File: config.mk
export PLATFORM = sky130hd
export DESIGN_NAME = dpp_port_power
export DESIGN_NICKNAME = d
export VERILOG_FILES = /design/src/hw/dpp_pkg.sv /design/src/hw/dpp_port_power.sv
export SDC_FILE = /design/constraint.sdc
export NUM_CORES = 1
export LEC_CHECK = 0
export BUFFER_PORTS_ARGS = -buffer_cell sky130_fd_sc_hd__clkbuf_2
export CORE_MARGIN = 1
export CORE_UTILIZATION = 40
export CTS_CLUSTER_SIZE = 25
export DETAILED_ROUTE_END_ITERATION = 8
export PLACE_DENSITY_LB_ADDON = 0.12
export SYNTH_ARGS = -nofsm -noshare
export SYNTH_HDL_FRONTEND = slang
export SYNTH_SLANG_ARGS = --single-unit
File: constraint.sdc
create_clock -name ref_clk_i -period 1.85 [get_ports ref_clk_i]
set_clock_uncertainty 0.1 [all_clocks]
set_input_delay 0.2775 -clock ref_clk_i [delete_from_list [all_inputs] [get_ports ref_clk_i]]
set_output_delay 0.2775 -clock ref_clk_i [all_outputs]
set_load 0.01 [all_outputs]
File: src/hw/dpp_pkg.sv
// constants and types for downstream port power control
// What this block does
// [RQ1] enabled port: pin input with pull-up
// [RQ2] enabled port: low pin means overcurrent
// [RQ3] monitor pulls line low on overcurrent
// [RQ4] disabled port: pin driven low output
// [RQ5] split off: pin powers both halves
// [RQ6] split on: pin powers high-speed only
// [RQ7] split on: port 3 superspeed output follows enable
// [RQ8] split off: port 3 superspeed output unused
// [RQ9] fixed physical to logical port remap
// [RQ10] logical ports map onto listed physical PHYs
// [RQ11] synchronise, filter overcurrent; ignore while driving
// [RQ12] overcurrent latched until cleared or disabled
package dpp_pkg;
  localparam int NUM_CTL_PORTS = 3;
  localparam int NUM_SS_PHY    = 6;
  localparam int NUM_HS_PHY    = 7;
  localparam int NUM_LOGICAL   = 5;
  localparam int PHY_IDX_W     = 3;
  // index of each control pin in the per-port vectors
  localparam int IDX_P1 = 0;
  localparam int IDX_P3 = 1;
  localparam int IDX_P4 = 2;
  // logical port number behind each control pin, in vector order
  localparam int CTL_LOG [NUM_CTL_PORTS] = '{1, 3, 4};
  // overcurrent filter: low level must persist this long
  localparam int OC_FILTER_NS  = 1000;
  localparam int CLK_PERIOD_NS = 20;
  localparam int OC_FILTER_CYC = (OC_FILTER_NS + CLK_PERIOD_NS - 1) / CLK_PERIOD_NS;
  localparam logic [PHY_IDX_W-1:0] PHY_NONE = 3'h7;

  typedef struct packed {
    logic [PHY_IDX_W-1:0] hs_phy;
    logic [PHY_IDX_W-1:0] ss_phy_a;
    logic [PHY_IDX_W-1:0] ss_phy_b;
  } dpp_map_s;

  typedef struct packed {
    logic [NUM_CTL_PORTS-1:0] pin_o;
    logic [NUM_CTL_PORTS-1:0] pin_oe;
    logic [NUM_CTL_PORTS-1:0] pull_up;
  } dpp_pin_s;

  // logical 0..4 -> physical; port 4 has no superspeed pair
  localparam dpp_map_s [NUM_LOGICAL-1:0] LOG_MAP = '{
    '{hs_phy: 3'h2, ss_phy_a: PHY_NONE, ss_phy_b: PHY_NONE},
    '{hs_phy: 3'h5, ss_phy_a: 3'h5,     ss_phy_b: PHY_NONE},
    '{hs_phy: 3'h3, ss_phy_a: 3'h3,     ss_phy_b: 3'h4},
    '{hs_phy: 3'h1, ss_phy_a: 3'h1,     ss_phy_b: 3'h2},
    '{hs_phy: 3'h0, ss_phy_a: 3'h0,     ss_phy_b: PHY_NONE}
  };
endpackage

File: src/hw/dpp_port_power.sv
// downstream port power enable and overcurrent sense
`timescale 1ns/1ps
module dpp_port_power import dpp_pkg::*; #(
  parameter int NPORT     = NUM_CTL_PORTS,
  parameter int FILT_CYC  = OC_FILTER_CYC
) (
  input  wire logic             ref_clk_i,            // 50 MHz core clock
  input  wire logic             reset_i,              // sync reset, high
  input  wire logic [NPORT-1:0] port_enable_i,        // config and host enable
  input  wire logic             split_mode_i,         // split mode on
  input  wire logic             port3_ss_enable_i,    // port 3 superspeed enable
  input  wire logic [NPORT-1:0] oc_clear_i,           // clear latched overcurrent
  input  wire logic [NPORT-1:0] power_ocs_pin_i,      // pin level: p1,p3,p4
  output logic      [NPORT-1:0] power_ocs_pin_o,      // pin drive value
  output logic      [NPORT-1:0] power_ocs_pin_oe_o,   // pin drive enable
  output logic      [NPORT-1:0] power_ocs_pull_up_o,  // internal pull-up on
  output logic      [NPORT-1:0] hs_power_on_o,        // high-speed half powered
  output logic      [NPORT-1:0] ss_power_on_o,        // superspeed half powered
  output logic                  port3_superspeed_power_enable, // port 3 ss power
  output logic [NUM_HS_PHY-1:0] hs_phy_power_o,       // high-speed PHYs powered
  output logic [NUM_SS_PHY-1:0] ss_phy_power_o,       // superspeed PHYs powered
  output logic      [NPORT-1:0] oc_status_o,          // latched overcurrent
  output logic      [NPORT-1:0] oc_level_o            // filtered live overcurrent
);
  localparam int CW = $clog2(FILT_CYC + 1);
  localparam logic [CW-1:0] FILT_MAX = CW'(FILT_CYC);

  dpp_pin_s pin_next;
  wire logic [NPORT-1:0] ss_on_next;
  wire logic             p3_ss_next;
  wire logic [NPORT-1:0]      ss_half_next;
  wire logic [NUM_HS_PHY-1:0] hs_phy_next;
  wire logic [NUM_SS_PHY-1:0] ss_phy_next;
  logic [NPORT-1:0] sync1_reg;
  logic [NPORT-1:0] sync2_reg;
  logic [NPORT-1:0] oc_flt_reg;

  always_comb begin
    pin_next.pin_o   = '0;              // RQ4
    pin_next.pin_oe  = ~port_enable_i;  // RQ4
    pin_next.pull_up = port_enable_i;   // RQ1
  end

  // split on: pin no longer carries the superspeed half
  assign ss_on_next = split_mode_i ? '0 : port_enable_i; // RQ5 RQ6
  // split off: hold low so an embedded device stays unpowered
  assign p3_ss_next = split_mode_i & port3_ss_enable_i; // RQ7 RQ8
  // split output owns the port 3 superspeed pair
  assign ss_half_next = ss_on_next | (NPORT'(p3_ss_next) << IDX_P3); // RQ7

  genvar g;
  generate
    for (g = 0; g < NPORT; g++) begin : g_port
      logic [CW-1:0] cnt_reg;
      logic [1:0]    arm_reg;
      wire  logic    sense_low;
      // after release the synchroniser still holds our own low drive
      always_ff @(posedge ref_clk_i) begin
        if (reset_i || !port_enable_i[g]) begin
          arm_reg <= '0;
        end else begin
          arm_reg <= {arm_reg[0], ~power_ocs_pin_oe_o[g]};
        end
      end
      // sense only once the pin is an input and its level has synced
      assign sense_low = ~sync2_reg[g] & arm_reg[1] & port_enable_i[g]; // RQ2 RQ11
      always_ff @(posedge ref_clk_i) begin
        if (reset_i || !sense_low) begin
          cnt_reg       <= '0;
          oc_flt_reg[g] <= 1'b0;
        end else if (cnt_reg == FILT_MAX) begin
          oc_flt_reg[g] <= 1'b1; // RQ11
        end else begin
          cnt_reg <= cnt_reg + CW'(1);
        end
      end
      always_ff @(posedge ref_clk_i) begin
        if (reset_i) begin
          oc_status_o[g] <= 1'b0;
        end else if (oc_flt_reg[g] && port_enable_i[g]) begin
          oc_status_o[g] <= 1'b1; // RQ12
        end else if (oc_clear_i[g] || !port_enable_i[g]) begin
          oc_status_o[g] <= 1'b0; // RQ12
        end
      end
    end
  endgenerate

  always_ff @(posedge ref_clk_i) begin
    if (reset_i) begin
      sync1_reg <= '1;
      sync2_reg <= '1;
    end else begin
      sync1_reg <= power_ocs_pin_i;
      sync2_reg <= sync1_reg;
    end
  end

  always_ff @(posedge ref_clk_i) begin
    if (reset_i) begin
      power_ocs_pin_o               <= '0;
      power_ocs_pin_oe_o            <= '1;
      power_ocs_pull_up_o           <= '0;
      hs_power_on_o                 <= '0;
      ss_power_on_o                 <= '0;
      port3_superspeed_power_enable <= 1'b0;
      oc_level_o                    <= '0;
      hs_phy_power_o                <= '0;
      ss_phy_power_o                <= '0;
    end else begin
      power_ocs_pin_o               <= pin_next.pin_o;
      power_ocs_pin_oe_o            <= pin_next.pin_oe;
      power_ocs_pull_up_o           <= pin_next.pull_up;
      hs_power_on_o                 <= port_enable_i;
      ss_power_on_o                 <= ss_on_next;
      port3_superspeed_power_enable <= p3_ss_next;
      oc_level_o                    <= oc_flt_reg;
      hs_phy_power_o                <= hs_phy_next;
      ss_phy_power_o                <= ss_phy_next;
    end
  end

  // logical port power spread onto the physical PHYs; unmapped PHYs stay off
  genvar p, q;
  for (p = 0; p < NUM_HS_PHY; p++) begin : g_hs_phy
    wire logic [NPORT-1:0] hit;
    for (q = 0; q < NPORT; q++) begin : g_hit
      localparam dpp_map_s MAP_ENT = LOG_MAP[CTL_LOG[q]];
      assign hit[q] = port_enable_i[q] & (MAP_ENT.hs_phy == PHY_IDX_W'(p)); // RQ9 RQ10
    end
    assign hs_phy_next[p] = |hit;
  end

  for (p = 0; p < NUM_SS_PHY; p++) begin : g_ss_phy
    wire logic [NPORT-1:0] hit;
    for (q = 0; q < NPORT; q++) begin : g_hit
      localparam dpp_map_s MAP_ENT = LOG_MAP[CTL_LOG[q]];
      wire logic own;
      assign own    = (MAP_ENT.ss_phy_a == PHY_IDX_W'(p)) | (MAP_ENT.ss_phy_b == PHY_IDX_W'(p));
      assign hit[q] = ss_half_next[q] & own; // RQ9 RQ10
    end
    assign ss_phy_next[p] = |hit;
  end
endmodule

# --- After elaboration in Yosys (flattened, before gate mapping) ---
# Cells that the tools add are included.
word_totals:
  regBits: 62
  inputBits: 13
  out_inout_bits: 35
  word_cells: 72
op_classes:
  n_addsub: 3
  eq_ne: 3
  n_mux: 7
  n_bitwise: 15
  reduce_logical: 21
ops:
  columns: ["operator", "n"]
  rows:
  - ["$add A6 B1 Y6 const B", 3]
  - ["$eq A6 B6 Y1 const B", 3]
  - ["$logic_or A1 B1 Y1", 9]
  - ["$and A1 B1 Y1", 7]
  - ["$logic_not A1 Y1", 6]
  - ["$mux W1", 6]
  - ["$not A1 Y1", 6]
  - ["$reduce_bool A2 Y1", 3]
  - ["$logic_and A1 B1 Y1", 3]
  - ["$mux W3", 1]
  - ["$not A3 Y3", 1]
  - ["$or A2 B2 Y2", 1]

# --- Logic depth before layout (Yosys ltp) ---
logic_depth:
  ltp_word: 5
  depth_mapped: 5
  depth_no_buf: 5

# --- Worst setup path after synthesis ---
# Ideal clock, no wire load.
synth_timing:
  path_kind: "reg-to-reg"
  start: "register g_port[1].cnt_reg[0]"
  end: "register oc_flt_reg[1]"
  setup_ps: 115
  t_arrival_ps: 1125
  required_ps: 1635
  setup_slack_ps: 511
  path_stages_with_launch: 6
  path_buffers: 0
  synth_period_minus_slack_ps: 1339
  cell_sequence: "dfxtp_1 > inv_1 > ha_1 > and4bb_2 > and2_4 > o21a_1"
synth_via:
  elab_chain_len: 1
synth_rtl:
  columns: ["element", "line", "source"]
  rows:
  - ["start: declaration", "dpp_port_power.sv:54", "logic [CW-1:0] cnt_reg;"]
  - ["start signal: assignment", "dpp_port_power.sv:74", "cnt_reg <= cnt_reg + CW'(1);"]
  - ["$eq A6 B6 Y1", "dpp_port_power.sv:71", "end else if (cnt_reg == FILT_MAX) begin"]
  - ["end signal: indexed assignment", "dpp_port_power.sv:70", "oc_flt_reg[g] <= 1'b0;"]
  - ["end signal: indexed assignment", "dpp_port_power.sv:72", "oc_flt_reg[g] <= 1'b1;"]
  - ["end: declaration", "dpp_port_power.sv:36", "logic [NPORT-1:0] oc_flt_reg;"]
# Every way passes these cells.
# A chain may end at the register's enable or synchronous reset.

# --- Final worst setup path ---
layout_timing:
  start: "register g_port[0].cnt_reg[0]"
  end: "register g_port[0].cnt_reg[0]"
layout_via:
  elab_chain_len: 1
  elab_cells_between_ends: 2
  classes_between: "1 x add/sub; 1 x eq/ne"
layout_rtl:
  columns: ["element", "line"]
  rows:
  - ["start: declaration", "dpp_port_power.sv:54"]
  - ["start signal: assignment", "dpp_port_power.sv:74"]
  - ["$add A6 B1 Y6 / $eq A6 B6 Y1 (equally long branches)", "dpp_port_power.sv:74, dpp_port_power.sv:71"]
# Parallel ways exist; a longest one is shown, timed or not.

==> flow_results.xml <==
<?xml version="1.0" encoding="UTF-8"?>
<metrics>
  <group name="floorplanning">
    <metric name="design.die.area" unit="mm²">0.00493</metric>
    <metric name="core" unit="mm²">0.00441</metric>
    <metric name="die_width" unit="µm">70.2</metric>
    <metric name="floorplan.io_pins" unit="">48</metric>
    <metric name="chipHeight" unit="µm">70.2</metric>
    <metric name="initial_utilization" unit="">0.422</metric>
    <metric name="rows" unit="">24</metric>
  </group>
  <group name="clock_network">
    <metric name="holdBufCountCts" unit="">0</metric>
    <metric name="h_tree_depth_reported_by_cts" unit="">2</metric>
    <metric name="cts_num_sinks" unit="">50</metric>
    <metric name="path_clk_slew" unit="ns">0.09</metric>
    <metric name="clk-insertion-delay-late" unit="ns">0.29</metric>
    <metric name="postcts_setup_bufs" unit="">0</metric>
    <metric name="cts_tree" unit="">built</metric>
    <metric name="root_driver" unit="">clkbuf_8</metric>
    <metric name="cts_max_path_buffers" unit="">2</metric>
    <metric name="postCtsResizedCells" unit="">0</metric>
    <metric name="cts_buffers" unit="">5</metric>
  </group>
  <group name="routing">
    <metric name="top_layer" unit="">met4</metric>
    <metric name="antenna_violating_nets_post_route" unit="">0</metric>
    <metric name="met3_wire_length" unit="µm">208</metric>
    <metric name="routed_metal_1_wire_length" unit="µm">1520</metric>
    <metric name="first_iter_violations" unit="">70</metric>
    <metric name="wl_per_cell" unit="µm">11.9</metric>
    <metric name="via_count" unit="">1254</metric>
    <metric name="route.final.wire_length" unit="µm">3190</metric>
    <metric name="detail_route.vias_per_cell" unit="">4.68</metric>
    <metric name="remaining_drc_errors" unit="">0</metric>
    <metric name="met2_wirelength" unit="µm">1450</metric>
    <metric name="dr.pass1.iters" unit="">3</metric>
  </group>
  <group name="critical_path">
    <metric name="crit_arrival" unit="ns">1.59</metric>
    <metric name="critPathCaptureType" unit="">flip-flop</metric>
    <metric name="crit_reg_reg_startpoint" unit="">g_port[0].cnt_reg[0]</metric>
    <metric name="timing_worst_setup_path_type" unit="">reg -&gt; reg</metric>
    <metric name="reg2reg_to" unit="">g_port[0].cnt_reg[0]</metric>
    <metric name="timing.reg2reg.setup_slack" unit="ns">0.39</metric>
    <metric name="setup.worst_path.start_class" unit="">flip-flop</metric>
    <metric name="cp_data_required_time" unit="ns">1.98</metric>
    <metric name="r2r_cells" unit="">5</metric>
    <metric name="cp_max_fo" unit="">4</metric>
  </group>
  <group name="final_layout">
    <metric name="layout.core_utilization" unit="">0.480</metric>
    <metric name="largest_register_ff_count" unit="">18</metric>
    <metric name="syn2layout_area_growth" unit="%">13.8</metric>
    <metric name="final_layout_size_suffix_gt1_frac" unit="">0.278</metric>
    <metric name="leading_cell_types_in_the_layout_fill_and_taps_excluded" unit="">dfxtp_1, clkbuf_2, nor2_1</metric>
    <metric name="final_common_cell" unit="">dfxtp_1</metric>
    <metric name="insertedDiodeCount" unit="">0</metric>
    <metric name="num-nets-final" unit="">234</metric>
  </group>
  <group name="synthesis">
    <metric name="synthDominantCellAreaShare" unit="">0.537</metric>
    <metric name="netlist-cell-type-count" unit="">31</metric>
    <metric name="netlist_area" unit="mm²">0.00186</metric>
    <metric name="post-synth-top-area-cell" unit="">dfxtp_1</metric>
    <metric name="top_cells_by_area_in_the_synthesized_netlist" unit="">dfxtp_1, buf_4, ha_1</metric>
    <metric name="yosys_register_bits" unit="">50</metric>
    <metric name="synthesis.instances" unit="">181</metric>
    <metric name="synth_sequential_area_ratio" unit="">0.537</metric>
    <metric name="average_cell_area_after_synthesis" unit="µm²">10.3</metric>
    <metric name="synthesis.yosys.warnings" unit="">0</metric>
  </group>
  <group name="min_path">
    <metric name="worst_hold_endpoint" unit="">sync1_reg[2]</metric>
    <metric name="hold_path_class" unit="">in -&gt; reg</metric>
    <metric name="hp-start" unit="">power_ocs_pin_i[2]</metric>
    <metric name="hold_depth" unit="">2</metric>
  </group>
  <group name="flow_run">
    <metric name="drv.max_cap_violation_count" unit="">0</metric>
  </group>
  <group name="timing">
    <metric name="timing.final.max_slew_violations" unit="">0</metric>
    <metric name="achievable-frequency" unit="MHz">683</metric>
    <metric name="timing.final.crit_period" unit="ns">1.46</metric>
    <metric name="fin_crit_sh" unit="">0.791</metric>
    <metric name="grt_setup_unrepaired" unit="">no</metric>
    <metric name="setup_viol_count_final" unit="">0</metric>
    <metric name="tns" unit="ns">0</metric>
    <metric name="finalHoldViolations" unit="">0</metric>
    <metric name="worst_slack" unit="ns">0.386</metric>
  </group>
  <group name="global_route">
    <metric name="grt_start_max_net_pins" unit="">17</metric>
    <metric name="antenna_found_initial" unit="">0</metric>
    <metric name="gr-usage-all-layers" unit="">0.142</metric>
    <metric name="first_pass_grt_wire_length" unit="µm">5580</metric>
    <metric name="overflow" unit="">0</metric>
    <metric name="first_global_vias" unit="">1235</metric>
  </group>
  <group name="power">
    <metric name="total_power_of_the_final_layout" unit="mW">1.94</metric>
    <metric name="leakage_power" unit="nW">0.884</metric>
    <metric name="worst_ir_drop_vdd" unit="V">0.000462</metric>
    <metric name="power_density" unit="mW/mm²">915</metric>
  </group>
  <group name="placed_design">
    <metric name="dpl_worst_slack" unit="ns">0.377</metric>
    <metric name="gp_routability_congestion" unit="">0.685</metric>
    <metric name="hpwlAfterDp" unit="µm">2330</metric>
    <metric name="buffer_ports.inserted" unit="">37</metric>
  </group>
  <group name="outcome">
    <metric name="run_status" unit="">completed</metric>
  </group>
</metrics>
[per-stage QoR]
step	hold WS (ns)	std cells	cell area, µm²
2_1_floorplan	0.250	190	1900
3_5_place_dp	0.294	260	2010
5_1_grt	0.0437	268	2120
4_1_cts	0.0486	268	2120
6_report	0.0609	268	2120
3_3_place_gp	0.293	260	2010
[worst max-delay path, cell delays in order, from the launching register on]
cell and delay [ns]:
dfxtp_1 0.35, inv_1 0.09, ha_1 0.15, nand4b_1 0.18, nor2_1 0.31, mux2i_1 0.22
[cell usage after synthesis]
| cell type | number |
|---|---|
| dfxtp_1 | 50 |
| buf_4 | 18 |
| nor2_1 | 13 |
| inv_1 | 9 |
| nor3_1 | 8 |
| nand2_1 | 7 |
| ha_1 | 6 |
| or2_2 | 6 |
| xor2_1 | 6 |
| a21oi_1 | 5 |
| and4bb_2 | 5 |
| nand3_1 | 5 |
| o21ai_0 | 5 |
| nand4_1 | 4 |
| nor2b_1 | 4 |
| o21a_1 | 4 |
| and2_1 | 3 |
| nand3b_1 | 3 |
| or3_1 | 3 |
| xnor2_1 | 3 |
| and2_4 | 2 |
| and2b_1 | 2 |
| o31ai_1 | 2 |
| a21oi_2 | 1 |
| and3b_1 | 1 |
| buf_2 | 1 |
| conb_1 | 1 |
| mux2i_1 | 1 |
| nand3_2 | 1 |
| nand4b_1 | 1 |
| or2_1 | 1 |
[kinds of logic after synthesis]
| logic type | count (synthesis) | synth area share |
|---|---|---|
| AO/OA/AOI/OAI | 17 | 0.0557 |
| XOR/XNOR | 9 | 0.0423 |
| adder cells (fa/ha/maj) | 6 | 0.0403 |
| buffers and inverters | 28 | 0.0933 |
| flip-flops | 50 | 0.537 |
| multiplexers | 1 | 0.00537 |
| other | 1 | 0.00201 |
| AND/OR/NAND/NOR | 69 | 0.224 |
[layout make-up]
type,instances,area (µm²)
fill,415,2290
inverter,9,33.8
clock inverter,3,45.0
timing repair buffer,37,185
tap,52,65.1
multi-input combinational,112,722
clock buffer,5,68.8
sequential,50,1000
[where the power goes]
| group | switching, mW | leakage [nW] | internal (mW) | total (mW) |
|---|---|---|---|---|
| Clock | 0.356 | 0.0504 | 0.402 | 0.758 |
| Sequential | 0.00819 | 0.407 | 1.10 | 1.10 |
| Combinational | 0.0464 | 0.426 | 0.0329 | 0.0793 |
| Total | 0.410 | 0.884 | 1.53 | 1.94 |
[worst max-delay path by stage]
stage	from	depth (start not counted)	slack [ns]	end
finish	g_port[0].cnt_reg[0]	5	0.39	g_port[0].cnt_reg[0]
global route	g_port[0].cnt_reg[0]	5	0.28	g_port[0].cnt_reg[0]
CTS	g_port[0].cnt_reg[0]	5	0.39	g_port[0].cnt_reg[0]
detailed placement	reset_i	4	0.38	g_port[2].cnt_reg[1]
global placement	g_port[2].cnt_reg[0]	5	0.45	oc_flt_reg[2]
floorplan	g_port[1].cnt_reg[0]	5	0.51	oc_flt_reg[1]
[routing by layer]
metal,up-vias,GRT usage
met5,-,0
met3,2,0.0592
met4,0,0.0467
met2,36,0.224
met1,573,0.173
li1,643,-
Power figures use the tool's default switching activity.
